## src/rtl/asf_defs.svh

```systemverilog
/*
 Constants for the converter status register block: offsets, field positions,
 reset values and clamp codes. Assumes it is included by bare name.
*/
`ifndef ASF_DEFS_SVH
`define ASF_DEFS_SVH

// ----------------------------------------------------------------------------
// Register addresses as carried in the command byte.
// ----------------------------------------------------------------------------
`define ASF_ADDR_STATUS 6'h00
`define ASF_ADDR_DATA 6'h04

// ----------------------------------------------------------------------------
// Status register layout and reset value.
// ----------------------------------------------------------------------------
`define ASF_STATUS_RESET 8'h80
`define ASF_BIT_READY_N 7
`define ASF_BIT_RANGE 6
`define ASF_BIT_CHECKSUM 5
`define ASF_BIT_INTEGRITY 4

// ----------------------------------------------------------------------------
// Result clamp codes and widths.
// ----------------------------------------------------------------------------
`define ASF_CLAMP_HIGH 24'hFFFFFF
`define ASF_CLAMP_LOW 24'h000000
`define ASF_SIG_WIDTH 32

`endif

```

## src/rtl/asf_pkg.sv

```systemverilog
/*
 Types shared by the status register block and its helpers.
 Assumes asf_defs.svh sits on the include path.
*/
`default_nettype none
package asf_pkg;

   // -------------------------------------------------------------------------
   // Status register image.
   // -------------------------------------------------------------------------
   typedef struct packed {
      logic ready_n;       // Low when an unread result is held.
      logic range_err;     // Last result was clamped.
      logic checksum_err;  // A register write failed its checksum.
      logic integrity_err; // Register contents drifted from the signature.
      logic [1:0] rsvd;    // Always zero.
      logic [1:0] channel; // Channel of the held result.
   } asf_status_t;

   // -------------------------------------------------------------------------
   // One conversion or calibration result as offered by the engine.
   // -------------------------------------------------------------------------
   typedef struct packed {
      logic valid;        // One-cycle write strobe.
      logic calib;        // The write is a calibration result.
      logic over;         // Input was above range.
      logic under;        // Input was below range.
      logic [1:0] channel; // Channel converted.
      logic [23:0] value;  // Raw result.
   } asf_result_t;

endpackage : asf_pkg
`default_nettype wire

```

## src/rtl/asf_sync.sv

```systemverilog
/*
 Two-flop synchroniser for one level arriving from a pin.
 Assumes the pin is asynchronous to i_clock.
*/
`timescale 1ns/1ps
`default_nettype none

module asf_sync
(
   input wire logic i_clock, // System clock.
   input wire logic i_rst,   // Synchronous reset, active high.
   input wire logic i_ce,    // Clock enable.
   input wire logic i_level, // Asynchronous level.
   output logic o_level      // Synchronised level.
);
   import asf_pkg::*;

   // -------------------------------------------------------------------------
   // State.
   // -------------------------------------------------------------------------
   typedef struct packed {
      logic meta; // First stage, read only by the second.
      logic sync; // Second stage.
   } asf_sync_st_t;

   asf_sync_st_t st_r; // Registered state.
   asf_sync_st_t st_nxt; // Next state.

   // Shift the level along the chain.
   always_comb
   begin
      st_nxt = st_r;
      st_nxt.meta = i_level;
      st_nxt.sync = st_r.meta;
   end

   // Register the chain; resets to the idle-high pin level.
   always_ff @(posedge i_clock)
   begin
      if (i_rst)
      begin
         st_r <= 2'b11;
      end
      else if (i_ce)
      begin
         st_r <= st_nxt;
      end
   end

   assign o_level = st_r.sync;

endmodule : asf_sync
`default_nettype wire

```

## src/rtl/asf_sig.sv

```systemverilog
/*
 Folds the watched configuration registers into a 32-bit signature.
 Purely combinational; assumes the watched bus is stable between writes.
*/
`timescale 1ns/1ps
`default_nettype none

module asf_sig
(
   input wire logic [127:0] i_regs, // Watched register contents.
   output logic [31:0] o_sig        // Signature.
);
   import asf_pkg::*;

   // Rotate-and-xor fold; cheap, and sensitive to any single-bit change.
   function automatic logic [31:0] fold(input logic [127:0] d);
      logic [31:0] acc;
      acc = 32'h00000000;
      for (int k = 0; k < 4; k++)
      begin
         acc = {acc[30:0], acc[31]} ^ d[k*32 +: 32];
      end
      return acc;
   endfunction : fold

   assign o_sig = fold(i_regs);

endmodule : asf_sig
`default_nettype wire

```

## src/rtl/asf_status.sv

```systemverilog
/*
 Status register of the converter: ready flag, range, checksum and integrity
 errors, held channel, pin output and appended-status request.
 Assumes the serial framer decodes command bytes and strobes reads; chip
 select arrives from a pin and is synchronised here.
*/
`timescale 1ns/1ps
`default_nettype none
`include "asf_defs.svh"

module asf_status
(
   input wire logic i_clock,                 // 20 MHz master clock.
   input wire logic i_rst,                   // Synchronous reset, active high.
   input wire logic i_ce,                    // Clock enable; low freezes all.
   input wire logic i_cs_n,                  // Chip select pin, active low.
   input wire logic i_reg_read_busy,         // Framer is shifting a register out.
   input wire logic i_read_strobe,           // One-cycle pulse: register read done.
   input wire logic [5:0] i_target_register_address, // Address of that read.
   input wire logic i_wr_checksum_bad,       // One-cycle pulse: bad write checksum.
   input wire logic i_append_status_enable,  // Append status after data reads.
   input wire logic i_integrity_check_enable, // Integrity checking on.
   input wire logic [127:0] i_watched_regs,  // Contents under integrity watch.
   input wire asf_pkg::asf_result_t i_result, // Result write from the engine.
   output logic [7:0] o_status,              // Status register image.
   output logic [23:0] o_data,               // Held (clamped) result.
   output logic o_append_req,                // Pulse: send status byte now.
   output logic o_serial_out_ready_pin,      // Ready level for the output pin.
   output logic o_serial_out_ready_oe        // High while the pin is driven.
);
   import asf_pkg::*;

   // -------------------------------------------------------------------------
   // State.
   // -------------------------------------------------------------------------
   typedef struct packed {
      asf_status_t status;  // Register image.
      logic [23:0] data;    // Held result.
      logic [31:0] ref_sig; // Signature captured at enable.
      logic chk_en;         // Previous enable, for edge detection.
      logic append;         // Append request pulse.
      logic pin;            // Pin level.
      logic oe;             // Pin enable.
   } asf_state_t;

   asf_state_t st_r; // Registered state.
   asf_state_t st_nxt; // Next state.
   logic cs_n_sync; // Synchronised chip select.
   logic [31:0] live_sig; // Current signature.
   logic data_rd; // Data register read completes.
   logic stat_rd; // Status register read completes.

   // -------------------------------------------------------------------------
   // Helpers.
   // -------------------------------------------------------------------------
   // Chip select comes from a pin, so it is synchronised first.
   asf_sync u_cs_sync
   (
      .i_clock(i_clock),
      .i_rst(i_rst),
      .i_ce(i_ce),
      .i_level(i_cs_n),
      .o_level(cs_n_sync)
   );

   asf_sig u_sig
   (
      .i_regs(i_watched_regs),
      .o_sig(live_sig)
   );

   // Clamp a raw result to the rail codes when out of range.
   function automatic logic [23:0] clamp(input asf_result_t r);
      logic [23:0] v;
      v = r.value;
      if (r.over)
      begin
         v = `ASF_CLAMP_HIGH;
      end
      else if (r.under)
      begin
         v = `ASF_CLAMP_LOW;
      end
      return v;
   endfunction : clamp

   // Decode one completed read of a given register; shared by both decodes.
   function automatic logic read_hit(input logic strobe, input logic [5:0] addr,
                                     input logic [5:0] target);
      return strobe && (addr == target);
   endfunction : read_hit

   assign data_rd = read_hit(i_read_strobe, i_target_register_address, `ASF_ADDR_DATA);
   assign stat_rd = read_hit(i_read_strobe, i_target_register_address, `ASF_ADDR_STATUS);

   // -------------------------------------------------------------------------
   // Next-state logic.
   // -------------------------------------------------------------------------
   always_comb
   begin
      st_nxt = st_r;
      st_nxt.append = 1'b0;
      st_nxt.chk_en = i_integrity_check_enable;

      if (data_rd)
      begin
         st_nxt.status.ready_n = 1'b1;
      end

      // Status byte follows a data read.
      if (data_rd && i_append_status_enable)
      begin
         st_nxt.append = 1'b1;
      end

      // A new result beats a same-cycle data read, so no result is lost.
      if (i_result.valid)
      begin
         st_nxt.status.ready_n = 1'b0;
         if (!i_result.calib)
         begin
            st_nxt.status.range_err = i_result.over || i_result.under;
            st_nxt.data = clamp(i_result);
            st_nxt.status.channel = i_result.channel;
         end
      end

      if (stat_rd)
      begin
         st_nxt.status.checksum_err = 1'b0;
      end
      if (i_wr_checksum_bad)
      begin
         st_nxt.status.checksum_err = 1'b1;
      end

      if (i_integrity_check_enable && !st_r.chk_en)
      begin
         st_nxt.ref_sig = live_sig;
      end
      if (i_integrity_check_enable && st_r.chk_en && (live_sig != st_r.ref_sig))
      begin
         st_nxt.status.integrity_err = 1'b1;
      end
      // Only disabling the check clears it.
      if (!i_integrity_check_enable)
      begin
         st_nxt.status.integrity_err = 1'b0;
      end

      st_nxt.status.rsvd = 2'b00;

      // Ready on pin when selected and idle.
      st_nxt.oe = !cs_n_sync && !i_reg_read_busy;
      st_nxt.pin = st_nxt.status.ready_n;
   end

   // -------------------------------------------------------------------------
   // State register.
   // -------------------------------------------------------------------------
   always_ff @(posedge i_clock)
   begin
      if (i_rst)
      begin
         st_r <= '0;
         st_r.status <= `ASF_STATUS_RESET;
         st_r.pin <= 1'b1;
      end
      else if (i_ce)
      begin
         st_r <= st_nxt;
      end
   end

   // -------------------------------------------------------------------------
   // Outputs, all straight from state.
   // -------------------------------------------------------------------------
   assign o_status = st_r.status;
   assign o_data = st_r.data;
   assign o_append_req = st_r.append;
   assign o_serial_out_ready_pin = st_r.pin;
   assign o_serial_out_ready_oe = st_r.oe;

   // -------------------------------------------------------------------------
   // Checks.
   // -------------------------------------------------------------------------
   reset_value_a: assert property (@(posedge i_clock) $fell(i_rst) |-> o_status == 8'h80)
      else $error("status not 0x80 after reset");
   append_pulse_a: assert property (@(posedge i_clock) disable iff (i_rst)
      (i_ce && data_rd && i_append_status_enable) |=> o_append_req)
      else $error("append request missing");
   pin_drive_a: assert property (@(posedge i_clock) disable iff (i_rst)
      (i_ce && o_serial_out_ready_oe && $past(i_ce)) |-> o_serial_out_ready_pin == o_status[7])
      else $error("pin does not show ready");
   ready_low_a: assert property (@(posedge i_clock) disable iff (i_rst)
      (i_ce && i_result.valid) |=> !o_status[7])
      else $error("ready not cleared on result");
   ready_high_a: assert property (@(posedge i_clock) disable iff (i_rst)
      (i_ce && data_rd && !i_result.valid) |=> o_status[7])
      else $error("ready not set on data read");
   range_clamp_a: assert property (@(posedge i_clock) disable iff (i_rst)
      (i_ce && i_result.valid && !i_result.calib && i_result.over)
      |=> o_status[6] && o_data == 24'hFFFFFF)
      else $error("overrange not flagged or clamped");
   range_hold_a: assert property (@(posedge i_clock) disable iff (i_rst)
      (i_ce && !i_result.valid) |=> $stable(o_status[6]))
      else $error("range flag moved without a result");
   checksum_set_a: assert property (@(posedge i_clock) disable iff (i_rst)
      (i_ce && i_wr_checksum_bad) |=> o_status[5])
      else $error("checksum flag not set");
   checksum_clr_a: assert property (@(posedge i_clock) disable iff (i_rst)
      (i_ce && stat_rd && !i_wr_checksum_bad) |=> !o_status[5])
      else $error("checksum flag not cleared by read");
   integ_clr_a: assert property (@(posedge i_clock) disable iff (i_rst)
      (i_ce && $past(i_ce) && o_status[4] && $past(o_status[4]) == 1'b0)
      |-> $past(i_integrity_check_enable))
      else $error("integrity error set while disabled");
   reserved_zero_a: assert property (@(posedge i_clock) disable iff (i_rst)
      o_status[3:2] == 2'b00)
      else $error("reserved bits not zero");
   channel_track_a: assert property (@(posedge i_clock) disable iff (i_rst)
      (i_ce && !i_result.valid) |=> $stable(o_status[1:0]))
      else $error("channel changed without a result");

   // -------------------------------------------------------------------------
   // Further checks on loads, clears and the pin enable.
   // -------------------------------------------------------------------------
   // A calibration write touches only the ready flag.
   calib_ready_a: assert property (@(posedge i_clock) disable iff (i_rst)
      (i_ce && i_result.valid && i_result.calib)
      |=> !o_status[7] && $stable(o_data) && $stable(o_status[6]))
      else $error("calibration write mishandled");
   // Underrange clamps to the low rail.
   under_clamp_a: assert property (@(posedge i_clock) disable iff (i_rst)
      (i_ce && i_result.valid && !i_result.calib && i_result.under && !i_result.over)
      |=> o_status[6] && o_data == 24'h000000)
      else $error("underrange not flagged or clamped");
   // An in-range result clears the range flag.
   range_clear_a: assert property (@(posedge i_clock) disable iff (i_rst)
      (i_ce && i_result.valid && !i_result.calib && !i_result.over && !i_result.under)
      |=> !o_status[6])
      else $error("range flag not cleared by a good result");
   // Enabling the check captures the live signature.
   ref_capture_a: assert property (@(posedge i_clock) disable iff (i_rst)
      (i_ce && i_integrity_check_enable && !st_r.chk_en) |=> st_r.ref_sig == $past(live_sig))
      else $error("signature not captured at enable");
   // Drift from the captured signature raises the error.
   integ_set_a: assert property (@(posedge i_clock) disable iff (i_rst)
      (i_ce && i_integrity_check_enable && st_r.chk_en && live_sig != st_r.ref_sig)
      |=> o_status[4])
      else $error("integrity drift not flagged");
   // The error stays while checking stays enabled.
   integ_hold_a: assert property (@(posedge i_clock) disable iff (i_rst)
      (i_ce && i_integrity_check_enable && o_status[4]) |=> o_status[4])
      else $error("integrity error cleared while enabled");
   // Disabling the check clears the error.
   integ_off_a: assert property (@(posedge i_clock) disable iff (i_rst)
      (i_ce && !i_integrity_check_enable) |=> !o_status[4])
      else $error("integrity error kept after disable");
   // A conversion result write loads its channel number.
   channel_load_a: assert property (@(posedge i_clock) disable iff (i_rst)
      (i_ce && i_result.valid && !i_result.calib) |=> o_status[1:0] == $past(i_result.channel))
      else $error("channel not loaded from result");
   // Selection with no read in progress enables the pin.
   oe_on_a: assert property (@(posedge i_clock) disable iff (i_rst)
      (i_ce && !cs_n_sync && !i_reg_read_busy) |=> o_serial_out_ready_oe)
      else $error("pin not driven while selected and idle");
   // Deselection or a register read releases the pin.
   oe_off_a: assert property (@(posedge i_clock) disable iff (i_rst)
      (i_ce && (cs_n_sync || i_reg_read_busy)) |=> !o_serial_out_ready_oe)
      else $error("pin driven while deselected or reading");
   // The append request is a single pulse after a data read.
   append_quiet_a: assert property (@(posedge i_clock) disable iff (i_rst)
      (i_ce && !data_rd) |=> !o_append_req)
      else $error("append request without a data read");

endmodule : asf_status
`default_nettype wire

```

## config.mk

```make
export PLATFORM = sky130hd
export DESIGN_NAME = asf_status
export DESIGN_NICKNAME = d
export VERILOG_FILES = /design/src/rtl/asf_pkg.sv /design/src/rtl/asf_sync.sv /design/src/rtl/asf_sig.sv /design/src/rtl/asf_status.sv
export VERILOG_INCLUDE_DIRS = /design/src /design/src/rtl
export SDC_FILE = /design/constraint.sdc
export NUM_CORES = 1
export LEC_CHECK = 0
export ABC_AREA = 0
export BUFFER_PORTS_ARGS = -buffer_cell sky130_fd_sc_hd__buf_2
export CORE_MARGIN = 2
export CORE_UTILIZATION = 47
export DETAILED_ROUTE_END_ITERATION = 10
export HOLD_SLACK_MARGIN = 0.02
export PLACE_DENSITY = 0.9
export SETUP_SLACK_MARGIN = 0.2
export SLEW_MARGIN = 20
export SYNTH_ARGS = -nofsm -noshare
export SYNTH_HDL_FRONTEND = slang
export SYNTH_SLANG_ARGS = --single-unit
```

## constraint.sdc

```tcl
create_clock -name i_clock -period 2.15 [get_ports i_clock]
set_clock_uncertainty 0.1 [all_clocks]
set_input_delay 0.3225 -clock i_clock [delete_from_list [all_inputs] [get_ports i_clock]]
set_output_delay 0.3225 -clock i_clock [all_outputs]
set_load 0.01 [all_outputs]
```

Yosys cells after proc, flatten, opt, wreduce, memory -nomap -nowiden
Cells that the tools add are included.
{"block": "classes", "eq_ne": 3, "muxes": 10, "n_bitwise": 4, "n_reduce_logical": 19}
{"op": "$xor 32x32->32", "n": 3}
{"op": "$mux 24", "n": 2}
{"op": "$ne 32x32->1", "n": 1}
{"op": "$reduce_and 2->1", "n": 4}
{"op": "$logic_and 1x1->1", "n": 7}
{"op": "$mux 1", "n": 7}
{"op": "$eq 6x3->1 const B", "n": 1}
{"op": "$logic_not 6->1", "n": 1}
{"op": "$reduce_bool 2->1", "n": 2}
{"op": "$logic_not 1->1", "n": 3}
{"op": "$reduce_and 3->1", "n": 1}
{"op": "$mux 2", "n": 1}
{"op": "$ne 2x1->1 const B", "n": 1}
{"op": "$logic_or 1x1->1", "n": 1}
{"op": "$not 1->1", "n": 1}
{"block": "totals", "register_bits": 67, "in_bits": 173, "out_inout_bits": 35, "elab_cells": 48}

Longest topological paths before layout
{"block": "depth", "depth_word": 7, "mapped_depth": 6}

Cells and area by module
Synthesis repeated with hierarchy kept, for this count alone.
{"block": "hier_totals", "hier_cells": 467, "area_unflattened_um2": 3901.2}
{"module": "asf_status", "n_inst": 1, "cells_each": 365, "area_per_inst_um2": 2990.4, "seq_area_each_um2": 1301.2}
{"module": "asf_sig", "n_inst": 1, "cells_each": 96, "area_per_inst_um2": 840.8, "seq_area_each_um2": 0.0}
{"module": "asf_sync", "n_inst": 1, "cells_each": 6, "area_per_inst_um2": 70.1, "seq_area_each_um2": 40.0}

Worst setup path before layout
Ideal clock, no wire load.
{"block": "synth_path", "path_kind": "input-to-reg", "start": "input i_watched_regs[94]", "end": "register st_r (netlist bit o_status[4])", "setup_ns": 0.117, "t_arrival_ns": 1.437, "required_ns": 1.933, "path_slack_ns": 0.496, "path_stages": 6, "cell_sequence": "xnor2_1 xnor3_1 nand4_1 nor4_1 nand4_1 a22o_1"}
{"block": "synth_between", "elab_chain_cells": 6}
{"item": "from (decl)", "line": "asf_status.sv:23", "text": "input wire logic [127:0] i_watched_regs,"}
{"item": "$xor 32x32->32 (2 in series)", "line": "asf_sig.sv:21", "text": "acc = {acc[30:0], acc[31]} ^ d[k*32 +: 32];"}
{"item": "$ne 32x32->1", "line": "asf_status.sv:141", "text": "if (i_integrity_check_enable && st_r.chk_en && (live_sig != st_r.ref_sig))"}
{"item": "$logic_and 1x1->1", "line": "asf_status.sv:141"}
{"item": "$ne 2x1->1 (no line)"}
{"item": "$reduce_and 2->1 (no line)"}
{"item": "to (signal assigned)", "line": "asf_status.sv:171", "text": "st_r <= st_nxt;"}
{"item": "to (decl)", "line": "asf_status.sv:46", "text": "asf_state_t st_r;"}
No other way between the ends.
A chain may end at the register's enable or synchronous reset.

Worst setup path in the final report
{"block": "layout_path", "start": "register st_r[23] in the netlist's numbering", "end": "register st_r (netlist bit o_status[4])"}
{"block": "layout_between", "elab_chain_cells": 4}
{"item": "$ne 32x32->1", "line": "asf_status.sv:141"}
{"item": "$logic_and 1x1->1", "line": "asf_status.sv:141"}
{"item": "$ne 2x1->1 (no line)"}
{"item": "$reduce_and 2->1 (no line)"}
No other way between the ends.

==> flow_summary_export.csv <==
group,metric,value,unit
route,totalWireLength,9880,um
sta,slew_headroom,50.8,%
critical_path,max_stage_delay,0.39,ns
sta,worst_slack,0.446,ns
route,first_pass_iters,4,
synthesis,ys_seq_area_share,31.8,%
sta,timing.fmax,587,MHz
critical_path,start_kind,"flop",
cts,hold_buffers,0,
grt,grt_pass1_wl,15600,um
grt,grt.busiest_layer,"met2",
sta,setup_viol,0,
cts,clkTransAtPathRegs,0.08,ns
cells_and_area,area_growth,26.4,%
power,power.share.clock,32.8,%
placement,dp.cells,698,
sta,tns,0,ns
placement,pre_cts_ws,0.122,ns
sta,period_share,79.3,%
placement,portBuffers,205,
grt,use_met1,20.2,%
grt,antenna_found_initial,0,
power,pwr-share-comb,29.1,%
synthesis,async_reset_ff_share,0,%
floorplan,start_util,48.4,%
power,max-vdd-ir-drop,0.000286,V
placement,gp_congestion,0.809,
min_path,hold_path_class,"in2reg",
grt,grt_use_met3,4.89,%
route,drtIter0Drc,60,
cells_and_area,fillerInstances,740,
placement,place_hpwl,7950,um
cells_and_area,fin_cells,714,
grt,grt.overflow.total,0,
power,power_frac_seq,38.0,%
route,wl_per_cell,13.8,um
critical_path,endpoint_kind,"flop",
cells_and_area,regArea,1340,sq um
floorplan,fp.dieH,98.8,um
cts,htreeDepth,3,
route,ant_nets,0,
power,p_switching,999,uW
synthesis,ys.warnings.count,0,
critical_path,crit_fanout,2,
cts,post_cts_buffers,0,
cts,cts_root_buffer,"clkbuf_8",
cts,post_cts_resized,0,
cells_and_area,fin_nets,774,
critical_path,crit_chain,"xnor3_1, nand4_1, nor4_1, nand4_1, a22o_1",
flow_run,cap_violations,0,
outcome,status,"completed",
cts,cts_buffers,9,
synthesis,syn_inst,435,
synthesis,syn_area,4220,sq um
grt,grt_pass1_vias,3604,
synthesis,synth_edf_count,0,
critical_path,cp_slowest_cell,"xnor3_1",
floorplan,die_x,98.8,um
cts,clock_latency,0.33,ns
cts,cts_tree,"done",
cells_and_area,layout-drive-gt1-share,39.1,%
floorplan,pin_count,208,
sta,hold_viol_final,0,
cells_and_area,multi_input_comb_area,2530,sq um
synthesis,synth_flop_cell,"dfxtp_1",
critical_path,cp_num_buf_inv,0,
floorplan,core-area,8720,sq um
floorplan,dieArea,9760,sq um
power,power.leakage,0.00240,uW
critical_path,required,2.28,ns
power,p_per_area,672,nW/um^2
sta,rsz0062_at_grt,"no",
synthesis,syn_area_per_cell,9.71,sq um
floorplan,rows,34,
critical_path,arrival,1.83,ns
critical_path,crit_type,"reg2reg",
sta,fin_crit,1.70,ns
sta,worstMarginPinSlew,0.737,ns
cts,cts.sinks,67,
grt,grt_max_degree,65,
route,vias,3601,
cts,clock_path_buffers,2,
grt,met2_usage,38.3,%
cells_and_area,antenna_cells,0,
sta,drv_slew,0,
power,p_int,2590,uW
grt,track_usage,19.7,%
route,drt-vias-per-instance,5.04,
synthesis,synth_seq_cells,67,
synthesis,synth_cell_types,33,
power,p_sw_share,27.8,%
critical_path,cpMostUsedCell,"nand4_1",
route,drc,0,
critical_path,crit_family,"simple AND/OR/NAND/NOR gates",
## logic make-up after synthesis
| family | share of synthesized area (%) |
|---|---|
| multiplexers | 0.474 |
| XOR/XNOR | 34.8 |
| AO/OA/AOI/OAI | 14.8 |
| flip-flops | 31.8 |
| buffers and inverters | 8.53 |
| AND/OR/NAND/NOR | 9.54 |
| other | 0.0888 |
## final cells by class
class                   count  area share [%]
multi-input cells         309            47.4
flip-flops and latches     67            25.1
repair buffers            210            20.4
clock buffers              10            2.58
well taps                 108            2.53
clock inverters             6            1.66
inverters                   4           0.281
## power groups by stage
stage	registers [uW]	logic [uW]	clock network, uW
floorplan	1380	768	0
global placement	1390	1010	0
global route	1370	1130	1250
CTS	1360	1050	1210
finish	1360	1040	1180
detailed placement	1390	1050	0
## worst register-to-register path: stages, from the launching register on
cell,delay [ns]
dfxtp_1,0.32
xnor3_1,0.39
nand4_1,0.10
nor4_1,0.37
nand4_1,0.13
a22o_1,0.19
## cell usage in the layout (no fill, tap or decap), types with 3 or more instances in the layout
cell type	synthesis	routed
a211oi_1	57	57
a21oi_1	27	27
buf_2	6	205
buf_4	32	3
clkbuf_8	0	10
dfxtp_1	67	67
inv_1	3	3
nand2_1	6	6
nand4_1	5	5
nor2_1	62	62
xnor2_1	102	102
xnor3_1	22	22
## path summary, 6_finish.rpt
| path | cells after the start | slack [ns] | end | startpoint |
|---|---|---|---|---|
| setup / recovery | 5 | 0.45 | o_status[4]$_SDFFE_PP0P_ | st_r[23]$_SDFFE_PP0P_ |
| hold / removal | 2 | 0.09 | u_cs_sync.st_nxt[0]$_SDFFE_PP1P_ | i_cs_n |
| setup reg to reg | 5 | 0.45 | o_status[4]$_SDFFE_PP0P_ | st_r[23]$_SDFFE_PP0P_ |
| hold reg to reg | 1 | 0.38 | u_cs_sync.o_level$_SDFFE_PP1P_ | u_cs_sync.st_nxt[0]$_SDFFE_PP1P_ |
## cell usage after synthesis, types with 3 or more instances
cell | n | area [sq um]
xnor2_1 | 102 | 893
dfxtp_1 | 67 | 1340
nor2_1 | 62 | 233
a211oi_1 | 57 | 428
buf_4 | 32 | 240
a21oi_1 | 27 | 135
xnor3_1 | 22 | 495
clkbuf_1 | 17 | 63.8
buf_2 | 6 | 30.0
nand2_1 | 6 | 22.5
nand4_1 | 5 | 31.3
inv_1 | 3 | 11.3
## stage by stage
stage | power, uW | cell area [sq um] | utilization, % | hold slack, ns
after floorplan | 2150 | 4230 | - | 0.327
after global placement | 2400 | 5110 | 58.6 | 0.335
after detailed placement | 2440 | 5110 | 58.6 | 0.360
after CTS | 3630 | 5340 | 61.2 | 0.0770
after global routing | 3760 | 5340 | 61.2 | 0.0849
final | 3590 | 5340 | 61.2 | 0.0937
## flip-flops by register name, summed over array words and instances (netlist names)
| name | flops |
|---|---|
| o_data | 24 |
| o_serial_out_ready_pin | 1 |
| o_append_req | 1 |
| o_serial_out_ready_oe | 1 |
| st_r | 33 |
| u_cs_sync.o_level | 1 |
| u_cs_sync.st_nxt | 1 |
| o_status | 5 |
## layer usage
layer / vias to the layer above / share of wire, %
met4: 0 / 1.7
met5: - / 0
met1: 1627 / 37
met2: 161 / 54
li1: 1795 / -
met3: 18 / 7.3
No activity file was read; power rests on OpenSTA's default activity.
